[config.mk]
export PLATFORM = sky130hd
export DESIGN_NAME = ibwd_decoder
export DESIGN_NICKNAME = d
export VERILOG_FILES = /design/src/rtl/ibwd_decoder.v
export VERILOG_INCLUDE_DIRS = /design/src /design/src/pkg
export SDC_FILE = /design/constraint.sdc
export NUM_CORES = 1
export LEC_CHECK = 0
export ABC_CLOCK_PERIOD_IN_PS = 2500
export BUFFER_PORTS_ARGS = -buffer_cell sky130_fd_sc_hd__buf_2
export CORE_ASPECT_RATIO = 2
export CORE_MARGIN = 3
export CORE_UTILIZATION = 28
export CTS_BUF_LIST = sky130_fd_sc_hd__clkbuf_8
export DETAILED_ROUTE_END_ITERATION = 8
export HOLD_SLACK_MARGIN = 0.02
export SYNTH_ARGS = -nofsm -noshare
export SYNTH_HDL_FRONTEND = slang
export SYNTH_SLANG_ARGS = --single-unit
export TNS_END_PERCENT = 1
[constraint.sdc]
create_clock -name clk -period 2.5 [get_ports clk]
set_input_delay 0.375 -clock clk [delete_from_list [all_inputs] [get_ports clk]]
set_output_delay 0.375 -clock clk [all_outputs]
set_load 0.02 [all_outputs]
[src/pkg/ibwd_regs.vh]
// Summary of operation
// act only as talker, listener and serial-poll service requester; ignore other commands.
// controller addresses the device as listener before sending any word.
// process each received character in arrival order, acting on it at once.
// a word starting with character zero is a control word.
// the top octal digit of a control word is ignored. The code sets no bit from it but still sends it out on card_data.
// octal digits are right-justified; omitted leading zeros read as zero.
// mode digits decode to system, transfer, timed, input-path and interrupt-arm bits.
// low control digits carry unit address 0 to 15, added to mode code.
// only the mainframe matching the latest unit address answers data and address words.
// control word ends with T, which starts the internal gate sequence.
// data word slot character picks one of 15 slots, value 0000 to 7777.
// slot character followed directly by T delivers zero to that slot. The code does so only while input_path_select_bit is clear.
// data word ends with T, which strobes the value into the card.
// data words go only to cards in the mainframe last selected.
// controller selects an input mode and unit before any address word.
// address word is slot character then T, X or Z read method.
// return data word is sent only while addressed to talk.
// in timed mode controller omits carriage return and line feed after writes.
// T gates and latches on trailing flag edge; X latches now; Z is live.
// return word is request character, four octal digits, carriage return, line feed.
// service request only in timed mode on flag; poll byte 64 or 0 clears it.
`ifndef IBWD_REGS_VH
`define IBWD_REGS_VH

// ****************************************
// register map, byte addresses
// ****************************************
`define IBWD_OFS_CONFIG 4'h0
`define IBWD_OFS_STATUS 4'h4
`define IBWD_OFS_LAST_OUT 4'h8
`define IBWD_CONFIG_RESET 4'h0

// ****************************************
// characters on the bus
// ****************************************
`define IBWD_CH_ZERO 8'h30
`define IBWD_CH_SEVEN 8'h37
`define IBWD_CH_SLOT_FIRST 8'h40
`define IBWD_CH_SLOT_LAST 8'h4e
`define IBWD_CH_GATE 8'h54
`define IBWD_CH_NOGATE 8'h58
`define IBWD_CH_LIVE 8'h5a
`define IBWD_CH_CR 8'h0d
`define IBWD_CH_LF 8'h0a
`define IBWD_POLL_SRQ 8'h40
`define IBWD_POLL_IDLE 8'h00

// ****************************************
// control word field positions
// ****************************************
`define IBWD_UNIT_MSB 3
`define IBWD_BIT_TIMED 4
`define IBWD_BIT_SYSTEM 5
`define IBWD_BIT_TRANSFER 6
`define IBWD_BIT_INPATH 7
`define IBWD_BIT_ARM 8
`define IBWD_RET_WORD_LAST 3'h5

`endif

[src/rtl/ibwd_decoder.v]
`timescale 1ns/1ns
`include "ibwd_regs.vh"

module ibwd_decoder (
  input wire clk,
  input wire reset_n,
  // avalon-mm slave
  input wire [3:0] avs_address,
  input wire avs_read,
  input wire avs_write,
  input wire [31:0] avs_writedata,
  output reg [31:0] avs_readdata,
  output wire avs_waitrequest,
  // listener byte stream from the bus interface
  input wire listen_addressed,
  input wire rx_valid,
  input wire [7:0] rx_data,
  output wire rx_ready,
  // talker byte stream to the bus interface
  input wire talk_addressed,
  input wire serial_poll_mode,
  output wire tx_valid,
  output reg [7:0] tx_data,
  input wire tx_ready,
  output reg srq,
  // card cage side
  output reg card_gate,
  output reg [3:0] card_slot,
  output reg [11:0] card_data,
  output reg card_read_strobe,
  input wire card_flag,
  input wire card_irq,
  input wire [11:0] card_return
);

  // ****************************************
  // decoder states
  // ****************************************
  localparam ST_IDLE = 3'h0;
  localparam ST_CTRL = 3'h1;
  localparam ST_SLOT = 3'h2;
  localparam ST_DATA = 3'h3;
  localparam ST_WAIT_FLAG = 3'h4;

  localparam RD_NONE = 2'h0;
  localparam RD_LATCHED = 2'h1;
  localparam RD_LIVE = 2'h2;

  reg [2:0] state;
  reg [11:0] acc;
  reg [3:0] slot;
  reg [3:0] own_unit;
  reg [3:0] unit;
  reg timed_mode_bit;
  reg system_enable_bit;
  reg transfer_enable_bit;
  reg input_path_select_bit;
  reg card_interrupt_arm_bit;
  reg [11:0] ret_data;
  reg ret_irq;
  reg [1:0] rd_mode;
  reg [2:0] tx_idx;
  reg ack;
  reg poll_q;
  reg word_q;
  reg [15:0] last_out;

  // ****************************************
  // pin synchronisers
  // ****************************************
  reg flag_m;
  reg flag_s;
  reg flag_d;
  reg irq_m;
  reg irq_s;
  reg [11:0] ret_m;
  reg [11:0] ret_s;

  always @(posedge clk or negedge reset_n)
  begin
    if (!reset_n)
    begin
      flag_m <= 1'b0;
      flag_s <= 1'b0;
      flag_d <= 1'b0;
      irq_m <= 1'b0;
      irq_s <= 1'b0;
      ret_m <= 12'h000;
      ret_s <= 12'h000;
    end
    else
    begin
      flag_m <= card_flag;
      flag_s <= flag_m;
      flag_d <= flag_s;
      irq_m <= card_irq;
      irq_s <= irq_m;
      ret_m <= card_return;
      ret_s <= ret_m;
    end
  end

  // trailing edge of the card flag ends a gate/flag cycle
  wire flag_done = flag_d & ~flag_s;

  // ****************************************
  // character classification
  // ****************************************
  wire rx_take = rx_valid & rx_ready & listen_addressed;
  wire is_digit = (rx_data >= `IBWD_CH_ZERO) && (rx_data <= `IBWD_CH_SEVEN);
  wire is_slot = (rx_data >= `IBWD_CH_SLOT_FIRST) && (rx_data <= `IBWD_CH_SLOT_LAST);
  wire is_gate = rx_data == `IBWD_CH_GATE;
  wire is_nogate = rx_data == `IBWD_CH_NOGATE;
  wire is_live = rx_data == `IBWD_CH_LIVE;
  wire [2:0] digit = rx_data[2:0];
  wire selected = unit == own_unit;

  // no new characters while a gated read waits for its flag
  assign rx_ready = state != ST_WAIT_FLAG;

  // ****************************************
  // word decoder
  // ****************************************
  always @(posedge clk or negedge reset_n)
  begin
    if (!reset_n)
    begin
      state <= ST_IDLE;
      acc <= 12'h000;
      slot <= 4'h0;
      unit <= 4'h0;
      timed_mode_bit <= 1'b0;
      system_enable_bit <= 1'b0;
      transfer_enable_bit <= 1'b0;
      input_path_select_bit <= 1'b0;
      card_interrupt_arm_bit <= 1'b0;
      card_gate <= 1'b0;
      card_slot <= 4'h0;
      card_data <= 12'h000;
      card_read_strobe <= 1'b0;
      ret_data <= 12'h000;
      ret_irq <= 1'b0;
      rd_mode <= RD_NONE;
      last_out <= 16'h0000;
    end
    else
    begin
      card_gate <= 1'b0;
      card_read_strobe <= 1'b0;
      if (rd_mode == RD_LIVE)
      begin
        ret_data <= ret_s;
        ret_irq <= irq_s;
      end
      case (state)
        ST_IDLE:
        begin
          if (rx_take)
          begin
            acc <= 12'h000;
            if (rx_data == `IBWD_CH_ZERO)
              state <= ST_CTRL;
            else if (is_slot)
            begin
              slot <= rx_data[3:0];
              state <= ST_SLOT;
            end
          end
        end
        ST_CTRL:
        begin
          if (rx_take && is_digit)
            acc <= {acc[8:0], digit};
          else if (rx_take && is_gate)
          begin
            // top digit acc[11:9] sets no mode or unit bit, but still goes out on card_data
            unit <= acc[`IBWD_UNIT_MSB:0];
            timed_mode_bit <= acc[`IBWD_BIT_TIMED];
            system_enable_bit <= acc[`IBWD_BIT_SYSTEM];
            transfer_enable_bit <= acc[`IBWD_BIT_TRANSFER];
            input_path_select_bit <= acc[`IBWD_BIT_INPATH];
            card_interrupt_arm_bit <= acc[`IBWD_BIT_ARM];
            card_gate <= 1'b1;
            card_slot <= 4'h0;
            card_data <= acc;
            state <= ST_IDLE;
          end
          else if (rx_take)
            state <= ST_IDLE;
        end
        ST_SLOT:
        begin
          if (rx_take && is_digit)
          begin
            acc <= {9'h000, digit};
            state <= ST_DATA;
          end
          else if (rx_take && is_gate && !input_path_select_bit)
          begin
            // slot then gate in an output mode is a zero data word
            if (selected)
            begin
              card_gate <= 1'b1;
              card_slot <= slot;
              card_data <= 12'h000;
              last_out <= {slot, 12'h000};
            end
            state <= ST_IDLE;
          end
          else if (rx_take && (is_gate || is_nogate || is_live))
          begin
            // address word, two characters only
            if (selected)
            begin
              card_slot <= slot;
              if (is_gate)
              begin
                card_gate <= 1'b1;
                rd_mode <= RD_NONE;
                state <= ST_WAIT_FLAG;
              end
              else if (is_nogate)
              begin
                card_read_strobe <= 1'b1;
                ret_data <= ret_s;
                ret_irq <= irq_s;
                rd_mode <= RD_LATCHED;
                state <= ST_IDLE;
              end
              else
              begin
                card_read_strobe <= 1'b1;
                rd_mode <= RD_LIVE;
                state <= ST_IDLE;
              end
            end
            else
              state <= ST_IDLE;
          end
          else if (rx_take)
            state <= ST_IDLE;
        end
        ST_DATA:
        begin
          if (rx_take && is_digit)
            acc <= {acc[8:0], digit};
          else if (rx_take && is_gate)
          begin
            if (selected)
            begin
              card_gate <= 1'b1;
              card_slot <= slot;
              card_data <= acc;
              last_out <= {slot, acc};
            end
            state <= ST_IDLE;
          end
          else if (rx_take)
            state <= ST_IDLE;
        end
        ST_WAIT_FLAG:
        begin
          if (flag_done)
          begin
            ret_data <= ret_s;
            ret_irq <= 1'b1;
            rd_mode <= RD_LATCHED;
            state <= ST_IDLE;
          end
        end
        default:
          state <= ST_IDLE;
      endcase
    end
  end

  // ****************************************
  // service request
  // ****************************************
  wire poll_taken = tx_valid & tx_ready & serial_poll_mode;
  wire srq_set = timed_mode_bit & flag_done;

  always @(posedge clk or negedge reset_n)
  begin
    if (!reset_n)
      srq <= 1'b0;
    else if (srq_set)
      srq <= 1'b1; // set wins over the poll clear
    else if (poll_taken)
      srq <= 1'b0;
  end

  // ****************************************
  // talker
  // ****************************************
  wire have_word = rd_mode != RD_NONE;
  // valid lags a mode change or rd_mode leaving RD_NONE by one cycle, so tx_data is refreshed first
  assign tx_valid = talk_addressed & (serial_poll_mode ? poll_q : (~poll_q & word_q));
  wire word_step = tx_valid & tx_ready & ~serial_poll_mode;
  wire next_srq = srq_set | (srq & ~poll_taken);

  function [7:0] word_byte;
    input [2:0] idx;
    input irq;
    input [11:0] val;
    begin
      case (idx)
        3'h0: word_byte = `IBWD_CH_ZERO | {7'h00, irq};
        3'h1: word_byte = `IBWD_CH_ZERO | {5'h00, val[11:9]};
        3'h2: word_byte = `IBWD_CH_ZERO | {5'h00, val[8:6]};
        3'h3: word_byte = `IBWD_CH_ZERO | {5'h00, val[5:3]};
        3'h4: word_byte = `IBWD_CH_ZERO | {5'h00, val[2:0]};
        3'h5: word_byte = `IBWD_CH_CR;
        default: word_byte = `IBWD_CH_LF;
      endcase
    end
  endfunction

  // index 6 carries the line feed, so the word runs 0..6
  wire [2:0] last_idx = `IBWD_RET_WORD_LAST + 3'h1;
  wire [2:0] step_idx = !word_step ? tx_idx : (tx_idx == last_idx) ? 3'h0 : tx_idx + 3'h1;

  always @(posedge clk or negedge reset_n)
  begin
    if (!reset_n)
    begin
      tx_idx <= 3'h0;
      tx_data <= `IBWD_POLL_IDLE;
      poll_q <= 1'b0;
      word_q <= 1'b0;
    end
    else
    begin
      tx_idx <= step_idx;
      poll_q <= serial_poll_mode;
      word_q <= have_word;
      if (serial_poll_mode)
        tx_data <= next_srq ? `IBWD_POLL_SRQ : `IBWD_POLL_IDLE;
      else
        tx_data <= word_byte(step_idx, ret_irq, ret_data);
    end
  end

  // ****************************************
  // register bus, one wait cycle per access
  // ****************************************
  wire avs_req = avs_read | avs_write;
  assign avs_waitrequest = avs_req & ~ack;

  always @(posedge clk or negedge reset_n)
  begin
    if (!reset_n)
    begin
      ack <= 1'b0;
      own_unit <= `IBWD_CONFIG_RESET;
      avs_readdata <= 32'h0000_0000;
    end
    else
    begin
      ack <= avs_req & ~ack;
      if (avs_write && ack && avs_address == `IBWD_OFS_CONFIG)
        own_unit <= avs_writedata[3:0];
      if (avs_read && !ack)
      begin
        case (avs_address)
          `IBWD_OFS_CONFIG: avs_readdata <= {28'h0, own_unit};
          `IBWD_OFS_STATUS: avs_readdata <= {16'h0, state, ret_irq, srq, rd_mode,
            card_interrupt_arm_bit, input_path_select_bit, transfer_enable_bit,
            system_enable_bit, timed_mode_bit, unit};
          `IBWD_OFS_LAST_OUT: avs_readdata <= {16'h0, last_out};
          default: avs_readdata <= 32'h0000_0000;
        endcase
      end
    end
  end

endmodule

[After elaboration in Yosys (flattened, before gate mapping)]
Index checks and enable logic that the tools add are counted.
Storage, ports and cells
  register bits after elaboration: 157
  input port bits: 67
  output and inout bits: 62
  logic and storage cells: 218
Operators by class
  add/subtract/negate cells: 1
  magnitude comparators: 4
  eq/ne operators: 36
  mux-type cells: 94
  bitwise logic cells: 20
  reductions and logical operators: 31
Operator list (count)
  $mux 12: 19
  $mux 16: 6
  $pmux 12 s3: 2
  $pmux 16 s3: 1
  $mux 3: 14
  $pmux 6 s6: 1
  $mux 4: 8
  $pmux 16 s2: 1
  $ne 2x2->1 const B: 14
  $mux 1: 27
  $eq 8x7->1 const B: 3
  $pmux 12 s2: 1
  $mux 2: 7
  $mux 7: 2
  $reduce_and 7->1: 2
  $eq 3x2->1 const B: 4
  $eq 3x3->1 const B: 4
  $pmux 3 s4: 1
  $pmux 4 s3: 1
  $reduce_and 4->1: 3
  $and 1x1->1: 11
  $logic_and 1x1->1: 9
  $ne 3x3->1 const B: 3
  $reduce_and 9->1: 1
  26 further kinds: 41

[Depth between registers and ports, before layout]
Gate-level depths: netlist (run 1).
  depth in word-level cells: 11
  mapped depth: 8
  gate-level depth less buffers: 6

[Worst setup path after synthesis (run 1)]
No wires, ideal clock.
  path kind: input port to flip-flop
  start point: input port rx_data[0]
  end point: register card_slot[0]
  data arrival time: 1.798 ns
  required time: 2.378 ns
  setup slack: 0.580 ns
  cell stages on the path: 6
  cells stage by stage: buf_6 -> nor4b_4 -> nand4_2 -> a221o_1 -> a221o_1 -> a32o_1
Between the ends
  word-level cells in the longest chain between the ends: 6
  elaborated cells on any way between the ends: 22
  those cells by class: order compare: 2; eq/ne: 9; mux: 3; reduce/logical: 8
RTL lines
  from (decl): line ibwd_decoder.v:17  | input wire [7:0] rx_data,
  parallel branches: the longest is 6 deep, another holds $ge 8x6->1
  to (signal assigned): line ibwd_decoder.v:204  | card_slot <= slot;
  to (signal assigned): line ibwd_decoder.v:215  | card_slot <= slot;
  to (signal assigned): line ibwd_decoder.v:252  | card_slot <= slot;
  to (decl): line ibwd_decoder.v:28  | output reg [3:0] card_slot,
Parallel ways; which one is timed is not known. The select of a mux whose other input is x is not followed.
A chain may end at the register's enable or synchronous reset.

[Worst setup path in the final report (run 1)]
  start point: register own_unit[2]
  end point: register ret_data[3]
Between the ends
  word-level cells in the longest chain between the ends: 6
RTL lines
  from (decl): line ibwd_decoder.v:52  | reg [3:0] own_unit;
  from (signal assigned): line ibwd_decoder.v:355  | own_unit <= `IBWD_CONFIG_RESET;
  from (signal assigned): line ibwd_decoder.v:362  | own_unit <= avs_writedata[3:0];
  $eq 4x4->1: line ibwd_decoder.v:116  | wire selected = unit == own_unit;
  $mux 12: line ibwd_decoder.v:213  | if (selected)
  $mux 12: line ibwd_decoder.v:210  | else if (rx_take && (is_gate || is_nogate || is_live))
  $mux 12: line ibwd_decoder.v:198  | else if (rx_take && is_gate && !input_path_select_bit)
  $mux 12: line ibwd_decoder.v:193  | if (rx_take && is_digit)
  $pmux 12 s2: line ibwd_decoder.v:155  | case (state)
  to (signal assigned): line ibwd_decoder.v:152  | ret_data <= ret_s;
  to (signal assigned): line ibwd_decoder.v:225  | ret_data <= ret_s;
  to (signal assigned): line ibwd_decoder.v:265  | ret_data <= ret_s;
  to (decl): line ibwd_decoder.v:59  | reg [11:0] ret_data;
No other way between the ends.

==> flow_summary.json, run 1 <==
{
  "clock_path_buffers": 2,
  "drc": 0,
  "crit_buf_inv": 0,
  "p_leak_nw": 3.36,
  "synth.distinct_cells": 60,
  "muxShareOfSynthArea_pct": 8.48,
  "synth_edf_count": 0,
  "ys_seq_area_share_pct": 58.2,
  "synthAdderAreaFrac_pct": 0,
  "antenna_cells": 0,
  "synth_top_family_by_area": "simple AND/OR/NAND/NOR gates",
  "fin_area_sq_um": 7260,
  "chipWidth_um": 109,
  "yosys.area.top_type": "dfrtp_1",
  "tightest_slew_ns": 1.14,
  "yosysMostFrequentCell": "dfrtp_1",
  "rows": 75,
  "via_count": 4433,
  "final_antenna_net_count": 0,
  "cp.required_ns": 2.82,
  "grt_usage_pct": 14.1,
  "clkSlewWorstSetupHoldPaths_ns": 0.08,
  "yosys_warnings": 0,
  "routedWlPerCell_um": 16.9,
  "cp_max_fo": 13,
  "nNetsFinal": 702,
  "synth_compound_area_share_pct": 13.6,
  "skew_ns": 0.0112,
  "die_h_um": 213,
  "antenna_found_initial": 0,
  "final_cells": 916,
  "maxCapViolations": 0,
  "dr.pass1.iters": 5,
  "grt_pass1_wl_mm": 24.8,
  "async_flop_share_pct": 100,
  "fin_tns_setup_ns": 0,
  "port_buffers": 83,
  "routed_wl_mm": 15.5,
  "worst_path_most_repeated_cell": "nor3_2",
  "ys_seq_elements": 139,
  "utilization_pct": 34.5,
  "synth_flop_cell": "dfrtp_1",
  "slowest_delay_ns": 0.85,
  "fmaxAchievable_mhz": 457,
  "synth_top_area_share_pct": 58.2,
  "core-area_sq_um": 21000,
  "rsz0062_at_grt": "false",
  "drt_iter0_drc": 173,
  "min_path_type": "in2reg",
  "n_fill_cell": 2161,
  "cts_made_buffers": 17,
  "ctsResizeCount": 0,
  "slowest_stage": "nor3_2",
  "path_delay_family": "simple AND/OR/NAND/NOR gates",
  "yosys.area_share.simple_pct": 14.4,
  "cts-root-buf": "clkbuf_8",
  "synth_area_leaders": "dfrtp_1, mux2_2, nand2_1",
  "grt_max_degree": 47,
  "gp_congestion": 0.870,
  "cts.sinks": 139,
  "area_growth_pct": 21.5,
  "ys_top_cells_by_count": "dfrtp_1, nand2_1, o21ai_0",
  "synth_cells": 528,
  "placed_area_sq_um": 6720,
  "vias_per_cell": 4.84,
  "dp.cells": 875,
  "finalHoldViolCount": 0,
  "ctsHoldBuffers": 9,
  "cp_cell_sequence": "xnor2_1 -> nand4_1 -> nor3_2 -> nor3_2 -> mux2_2",
  "outcome": "complete, no violations",
  "powerDensity_nw_per_um2": 830,
  "htree_levels": 4,
  "avgSynthCellArea_sq_um": 11.3,
  "dieArea_sq_um": 23200,
  "insertion_delay_ns": 0.44,
  "slew_headroom_pct": 23.8,
  "drive_gt1_share_pct": 28.7,
  "cts_tree": "done",
  "layout_worst_path_cycle_share_pct": 87.4,
  "cp-start-kind": "flip-flop",
  "dpl.hpwl_mm": 11.8,
  "peakVddDrop_v": 0.000362,
  "post_cts_buffers": 0,
  "overflow": 0,
  "path_class": "reg2reg",
  "initial_core_util_pct": 28.4,
  "synthesis.area_sq_um": 5980,
  "worstSetupEndpointType": "flip-flop",
  "grt_pass1_vias": 4587,
  "ios": 129,
  "crit_arrival_ns": 2.51,
  "setup_viol": 0,
  "period_needed_ns": 2.19,
  "slew_violations": 0,
  "synthXorXnorAreaFrac_pct": 0.733
}
-- cell usage in the layout, fill, tap and decap left out, types with 9 or more instances in the layout --
cell type      instances
nor2_1                15
a22o_1                14
mux2i_1                9
nand2_1               83
buf_4                 23
dlygate4sd3_1         10
a21oi_1               11
o21ai_0               51
buf_2                 82
conb_1                17
clkbuf_8              20
a22oi_1               18
dfrtp_1              139
mux2_2                37
-- path summary, 6_finish.rpt --
path                                    startpoint                            to  slack [ns]  cells past startpoint
setup / recovery           own_unit[2]$_DFFE_PN0P_         ret_data[3]$_DFF_PN0_        0.31                      5
hold / removal                      card_return[4]            ret_m[4]$_DFF_PN0_        0.06                      1
setup reg to reg           own_unit[2]$_DFFE_PN0P_         ret_data[3]$_DFF_PN0_        0.31                      5
hold reg to reg                 ret_m[0]$_DFF_PN0_            ret_s[0]$_DFF_PN0_        0.35                      0
max in group asynchronous                  reset_n         ret_data[8]$_DFF_PN0_        1.26                      3
min in group asynchronous                  reset_n  avs_readdata[10]$_DFFE_PN0P_        0.44                      2
-- logic make-up (layout without fill, tap and decap cells) --
kind of cell,after synthesis,in the layout
AO/OA/AOI/OAI,124,124
flip-flops,139,139
buffers and inverters,50,153
XOR/XNOR,5,5
other,1,17
AND/OR/NAND/NOR,163,163
multiplexers,46,46
-- sequential cells by signal, indices dropped and copies added, names as in the netlist, 2 cells and up --
register,cells
tx_data,6
ret_data,12
ret_m,12
unit,4
own_unit,4
card_slot,4
avs_readdata,16
card_data,12
tx_idx,3
acc,12
slot,4
ret_s,12
rd_mode,2
last_out,16
state,3
-- routing by layer --
metal / share of wire, % / up-vias / track usage [%] / routed length (um)
li1: - / 2069 / - / -
met1: 35 / 2222 / 13.7 / 5430
met2: 58 / 116 / 27.4 / 9030
met3: 3.9 / 26 / 3.13 / 606
met4: 2.9 / 0 / 6.50 / 447
met5: 0 / - / 0 / 0
-- through the flow --
step / total power [mW] / setup slack, ns / hold slack (ns)
2_1_floorplan: 3.59 / 0.580 / 0.0794
3_3_place_gp: 4.00 / 0.0952 / 0.334
3_5_place_dp: 4.02 / 0.0682 / 0.336
4_1_cts: 6.10 / 0.289 / 0.0218
5_1_grt: 6.36 / 0.139 / 0.0297
6_report: 6.02 / 0.314 / 0.0588
-- area by class of cell --
type | instances | area (sq um) | share of cell area (%)
Multi-Input combinational cell | 355 | 2290 | 31.5
Tap cell | 269 | 337 | 4.64
Clock buffer | 20 | 275 | 3.79
Timing Repair Buffer | 116 | 694 | 9.56
Clock inverter | 11 | 165 | 2.27
Inverter | 6 | 22.5 | 0.310
Sequential cell | 139 | 3480 | 47.9
-- power by group --
group	switching, mW	total (mW)	internal (mW)
clock network	0.878	2.04	1.16
registers	0.299	2.82	2.52
logic	0.653	1.16	0.510
total	1.83	6.02	4.19
(Power assumes the default switching activity.)
==> run 2, diff against run 1 <==
--- a/config.mk
+++ b/config.mk
@@ -9,7 +9,7 @@
 export ABC_CLOCK_PERIOD_IN_PS = 2500
 export BUFFER_PORTS_ARGS = -buffer_cell sky130_fd_sc_hd__buf_2
 export CORE_ASPECT_RATIO = 2
-export CORE_MARGIN = 3
+export CORE_MARGIN = 5
 export CORE_UTILIZATION = 28
 export CTS_BUF_LIST = sky130_fd_sc_hd__clkbuf_8
 export DETAILED_ROUTE_END_ITERATION = 8
==> run 2 against run 1 <==
Compared with the run above: flip-flop and latch count stayed put; largest cell class unchanged; largest power group unchanged; critical endpoint is now card_data[2]$_DFFE_PN0P_; sequential power is essentially flat; count of clock-buffer cells in the layout up 1; highest routed layer unchanged; utilization is 0.26 points lower.
==> flow_summary.json, run 2 (same netlist as run 1, synthesis figures left out) <==
{
  "skew_ns": 0.0165,
  "maxCapViolations": 0,
  "dieArea_sq_um": 24500,
  "via_count": 4321,
  "slowest_delay_ns": 0.48,
  "top_regs": "avs_readdata (16), last_out (16)",
  "area_growth_pct": 20.6,
  "rsz0062_at_grt": "false",
  "min_from": "card_return[6]",
  "holdPathStages": 1,
  "cp.required_ns": 2.83,
  "fin_tns_setup_ns": 0,
  "path_delay_family": "compound AO/OA/AOI/OAI gates",
  "rrSetupSlack_ns": 0.44,
  "vias_per_cell": 4.75,
  "peakVddDrop_v": 0.000322,
  "worstReg2RegStart": "state[1]$_DFFE_PN0P_",
  "slew_violations": 0,
  "insertion_delay_ns": 0.44,
  "cts_tree": "done",
  "p_leak_nw": 3.33,
  "antenna_cells": 0,
  "final_antenna_net_count": 0,
  "drt_iter0_drc": 189,
  "drive_gt1_share_pct": 28.3,
  "cp-start-kind": "flip-flop",
  "slew_headroom_pct": 36.9,
  "cp_cell_sequence": "nor3b_2 -> inv_1 -> buf_4 -> nand4_2 -> a221oi_1 -> nand3_1 -> buf_4 -> a22o_1",
  "min_path_type": "in2reg",
  "worst_path_most_repeated_cell": "buf_4",
  "layout_commonest_cell": "dfrtp_1",
  "drc": 0,
  "rows": 75,
  "layout_worst_path_cycle_share_pct": 82.3,
  "outcome": "complete, no violations",
  "cts.sinks": 139,
  "grt_pass1_wl_mm": 24.5,
  "port_buffers": 83,
  "dpl.hpwl_mm": 11.7,
  "fmaxAchievable_mhz": 486,
  "crit_buf_inv": 3,
  "initial_core_util_pct": 28.4,
  "routedWlPerCell_um": 17.0,
  "cp_max_fo": 12,
  "cts-root-buf": "clkbuf_8",
  "powerDensity_nw_per_um2": 821,
  "ios": 129,
  "n_fill_cell": 2147,
  "tightest_slew_ns": 0.944,
  "rr_worst_depth": 8,
  "post_cts_buffers": 0,
  "grt_usage_pct": 13.0,
  "slowest_stage": "dfrtp_1",
  "finalHoldViolCount": 0,
  "crit_arrival_ns": 2.39,
  "period_needed_ns": 2.06,
  "worstSetupEndpointType": "flip-flop",
  "core-area_sq_um": 21000,
  "path_class": "reg2reg",
  "cts_made_buffers": 17,
  "nNetsFinal": 695,
  "overflow": 0,
  "r2r-end": "card_data[2]$_DFFE_PN0P_",
  "grt_max_degree": 67,
  "dr.pass1.iters": 4,
  "grt_pass1_vias": 4561,
  "antenna_found_initial": 0,
  "setup_viol": 0,
  "htree_levels": 4,
  "mostFrequentLayoutCells": "dfrtp_1, nand2_1, buf_2",
  "clock_path_buffers": 2,
  "gp_congestion": 0.899,
  "clkSlewWorstSetupHoldPaths_ns": 0.08,
  "die_h_um": 217,
  "holdWs_ns": 0.0487,
  "chipWidth_um": 113,
  "min_to": "ret_m[6]$_DFF_PN0_",
  "routed_wl_mm": 15.5
}
## run 2: routing by layer
metal / vias to the layer above / GRT usage (%) / routed length, um
met5: - / 0 / 0
met4: 0 / 6.42 / 473
met3: 30 / 2.71 / 668
met2: 108 / 24.9 / 8870
met1: 2128 / 12.9 / 5490
li1: 2055 / - / -
## run 2: cell type report
type	count	area, sq um	share of cell area [%]
Sequential cell	139	3480	48.3
Tap cell	269	337	4.67
Inverter	6	22.5	0.313
Timing Repair Buffer	109	647	8.98
Clock buffer	21	289	4.01
Multi-Input combinational cell	355	2290	31.8
Clock inverter	10	139	1.93
## run 2: worst max-delay path by stage
| stage | end | cells past startpoint | slack (ns) | from |
|---|---|---|---|---|
| 2_1_floorplan | card_slot[0]$_DFFE_PN0P_ | 6 | 0.58 | rx_data[0] |
| 3_3_place_gp | ret_data[6]$_DFF_PN0_ | 6 | 0.09 | rx_data[7] |
| 3_5_place_dp | ret_data[6]$_DFF_PN0_ | 6 | 0.04 | rx_data[7] |
| 4_1_cts | ret_data[10]$_DFF_PN0_ | 5 | 0.12 | own_unit[2]$_DFFE_PN0P_ |
| 5_1_grt | ret_data[0]$_DFF_PN0_ | 5 | 0.29 | own_unit[2]$_DFFE_PN0P_ |
| 6_report | card_data[2]$_DFFE_PN0P_ | 8 | 0.44 | state[1]$_DFFE_PN0P_ |
## run 2: power by group
group          internal [mW]  switching, mW  total (mW)
combinational          0.500          0.657        1.16
sequential              2.52          0.292        2.81
clock                   1.09          0.860        1.95
## run 2: what timing repair did
| action | 4_1_cts | 5_1_grt |
|---|---|---|
| resized for setup | 0 | 1 |
| endpoints found under the hold margin | 69 | 0 |
| hold buffers | 7 | 0 |
| setup endpoints to repair | 0 | 12 |
## run 2: per-stage QoR
stage	area (sq um)	util (%)	setup slack, ns	power (mW)	cells
detailed placement	6700	31.9	0.0376	4.01	871
global placement	6700	31.9	0.0875	3.99	871
global route	7210	34.3	0.287	6.23	909
floorplan	6040	-	0.580	3.59	544
CTS	7200	34.3	0.121	6.00	909
finish	7210	34.3	0.442	5.92	909
==> run 3, diff against run 2 <==
--- a/config.mk
+++ b/config.mk
@@ -6,7 +6,8 @@
 export SDC_FILE = /design/constraint.sdc
 export NUM_CORES = 1
 export LEC_CHECK = 0
-export ABC_CLOCK_PERIOD_IN_PS = 2500
+export ABC_AREA = 1
+export ABC_CLOCK_PERIOD_IN_PS = 2100
 export BUFFER_PORTS_ARGS = -buffer_cell sky130_fd_sc_hd__buf_2
 export CORE_ASPECT_RATIO = 2
 export CORE_MARGIN = 5
==> constraint.sdc (replaced) <==
create_clock -name clk -period 2.1 [get_ports clk]
set_input_delay 0.315 -clock clk [delete_from_list [all_inputs] [get_ports clk]]
set_output_delay 0.315 -clock clk [all_outputs]
set_load 0.02 [all_outputs]
==> run 3 against run 2 <==
Compared with the run above: count of clock-buffer cells in the layout down 4; critical path depth grew 2; synthesized cell count up 42%; clock skew barely moved; flip-flop and latch count is the same; worst setup slack got worse by 0.28 ns; critical path type unchanged.
==> flow_summary.json, run 3 <==
{
  "synth.distinct_cells": 35,
  "finalHoldViolCount": 0,
  "ios": 129,
  "gp_congestion": 0.841,
  "avgSynthCellArea_sq_um": 8.49,
  "final_antenna_net_count": 0,
  "htree_levels": 4,
  "yosys.area.top_type": "dfrtp_1",
  "overflow": 0,
  "p_leak_nw": 3.90,
  "drc": 0,
  "port_buffers": 83,
  "dpl.hpwl_mm": 12.1,
  "top_regs": "avs_readdata (16), last_out (16)",
  "routed_wl_mm": 15.5,
  "via_count": 5154,
  "dp.cells": 1104,
  "fin_ws_ns": 0.158,
  "ys_top_cells_by_count": "nand2_1, dfrtp_1, inv_1",
  "period_needed_ns": 1.94,
  "holdPathStages": 2,
  "worstSetupEndpointType": "flip-flop",
  "ys_seq_area_share_pct": 54.8,
  "drive_gt1_share_pct": 18.9,
  "slew_headroom_pct": 64.9,
  "insertion_delay_ns": 0.46,
  "min_to": "own_unit[0]$_DFFE_PN0P_",
  "initial_core_util_pct": 28.2,
  "area_growth_pct": 20.3,
  "power_mw": 7.55,
  "cp-start-kind": "flip-flop",
  "synthesis.area_sq_um": 6350,
  "synth_cells": 748,
  "tightest_slew_ns": 0.525,
  "rrSetupSlack_ns": 0.16,
  "dieArea_sq_um": 26000,
  "rsz0062_at_grt": "true",
  "cts_tree": "done",
  "cts.sinks": 139,
  "rows": 78,
  "yosysMostFrequentCell": "nand2_1",
  "worstReg2RegStart": "state[0]$_DFFE_PN0P_",
  "cts-root-buf": "clkbuf_8",
  "final_cells": 1154,
  "rr_worst_depth": 10,
  "routedWlPerCell_um": 13.5,
  "crit_arrival_ns": 2.28,
  "nNetsFinal": 927,
  "vias_per_cell": 4.47,
  "ys_seq_elements": 139,
  "peakVddDrop_v": 0.000391,
  "synth_flop_cell": "dfrtp_1",
  "grt_usage_pct": 13.0,
  "grt_max_degree": 57,
  "skew_ns": 0.0163,
  "maxCapViolations": 0,
  "cts_made_buffers": 17,
  "powerDensity_nw_per_um2": 988,
  "layout_commonest_cell": "nand2_1",
  "cp_max_fo": 17,
  "yosys_warnings": 0,
  "path_class": "reg2reg",
  "synth_top_area_share_pct": 54.8,
  "synth_edf_count": 0,
  "min_from": "avs_writedata[0]",
  "layout_worst_path_cycle_share_pct": 92.5,
  "post-place-ws_ns": 0.164,
  "chipWidth_um": 116,
  "clock_path_buffers": 2,
  "cp.required_ns": 2.44,
  "min_path_type": "in2reg",
  "r2r-end": "last_out[3]$_DFFE_PN0P_",
  "mostFrequentLayoutCells": "nand2_1, dfrtp_1, buf_2",
  "die_h_um": 223,
  "drt_iter0_drc": 225,
  "clkSlewWorstSetupHoldPaths_ns": 0.09,
  "async_flop_share_pct": 100,
  "antenna_found_initial": 1,
  "dr.pass1.iters": 5,
  "setup_viol": 0,
  "slew_violations": 0,
  "grt_pass1_vias": 5365,
  "grt_pass1_wl_mm": 26.6,
  "synth_area_leaders": "dfrtp_1, nand2_1, nand3_1",
  "outcome": "complete, no violations",
  "fmaxAchievable_mhz": 515,
  "core-area_sq_um": 22500
}
[run 3: cell count changes after synthesis, sizes merged, moves of 18 or more]
| cell | before | now |
|---|---|---|
| nand3 | 6 | 69 |
| nor2 | 15 | 71 |
| a22oi | 18 | 0 |
| inv | 6 | 81 |
| o21ai | 52 | 71 |
| mux2 | 37 | 4 |
| nand2 | 83 | 208 |
[run 3: repair_timing]
action / 4_1_cts / 5_1_grt
hold buffers: 15 / 0
gates resized for setup: 0 / 1
hold endpoints to repair: 58 / 0
setup buffers: 0 / 2
setup endpoints to repair: 0 / 6
[run 3: worst max path at each step]
stage	start	slack, ns	end	depth (start not counted)
after floorplan	serial_poll_mode	0.33	tx_data[0]$_DFF_PN0_	11
after global placement	state[2]$_DFFE_PN0P_	0.19	card_data[10]$_DFFE_PN0P_	10
after detailed placement	serial_poll_mode	0.16	tx_data[1]$_DFF_PN0_	11
after CTS	state[0]$_DFFE_PN0P_	0.14	last_out[3]$_DFFE_PN0P_	10
after global routing	state[0]$_DFFE_PN0P_	-0.02	last_out[3]$_DFFE_PN0P_	10
final	state[0]$_DFFE_PN0P_	0.16	last_out[3]$_DFFE_PN0P_	10
[run 3: worst max-delay path, stage by stage, from the launching register on]
cell and delay, ns:
dfrtp_1 0.43, nor2_1 0.20, nand2_2 0.14, nand3_4 0.14, nor2_4 0.09, nand2_1 0.16
nand2_1 0.08, inv_2 0.24, nand2_4 0.18, nand2_1 0.09, nand2_1 0.06
[run 3: cells by family (layout without fill, tap and decap cells)]
logic type | Yosys count | in the layout | synth area share (%)
AOI/OAI and AO/OA | 105 | 105 | 9.06
xor gates and xnor gates | 4 | 4 | 0.552
DFF | 139 | 139 | 54.8
muxes | 6 | 6 | 1.02
other | 1 | 18 | 0.0590
and+or+nand+nor | 370 | 370 | 25.7
buffers and inverters | 123 | 232 | 8.85
[run 3: layer usage]
layer / GRT usage (%) / wire (um) / vias to the layer above
met4: 5.88 / 370 / 0
met2: 23.0 / 8560 / 99
li1: - / - / 2604
met1: 14.6 / 6110 / 2431
met5: 0 / 0 / -
met3: 2.63 / 492 / 20
[run 3: area by class of cell]
class                      instances  area (sq um)
clock buffer                      17           234
fill                            2354         14900
multi-input combinational        502          2370
inverter                          81           304
timing repair buffer             119           754
tap                              280           350
clock inverter                    15           143
antenna                            1          2.50
sequential                       139          3480
[run 3: per-stage QoR]
| step | hold slack, ns | cell area (sq um) | utilization [%] | TNS [ns] |
|---|---|---|---|---|
| 3_5_place_dp | 0.282 | 7090 | 31.5 | 0 |
| 3_3_place_gp | 0.277 | 7090 | 31.5 | 0 |
| 6_report | 0.0942 | 7640 | 33.9 | 0 |
| 2_1_floorplan | 0.0194 | 6410 | - | 0 |
| 4_1_cts | 0.0553 | 7620 | 33.8 | 0 |
| 5_1_grt | 0.0541 | 7640 | 33.9 | -0.0157 |
[run 3: power breakdown]
part	internal (mW)	switching [mW]	total [mW]
sequential	3.05	0.270	3.32
clock	0.950	1.09	2.04
combinational	0.723	1.47	2.19
total	4.72	2.83	7.55
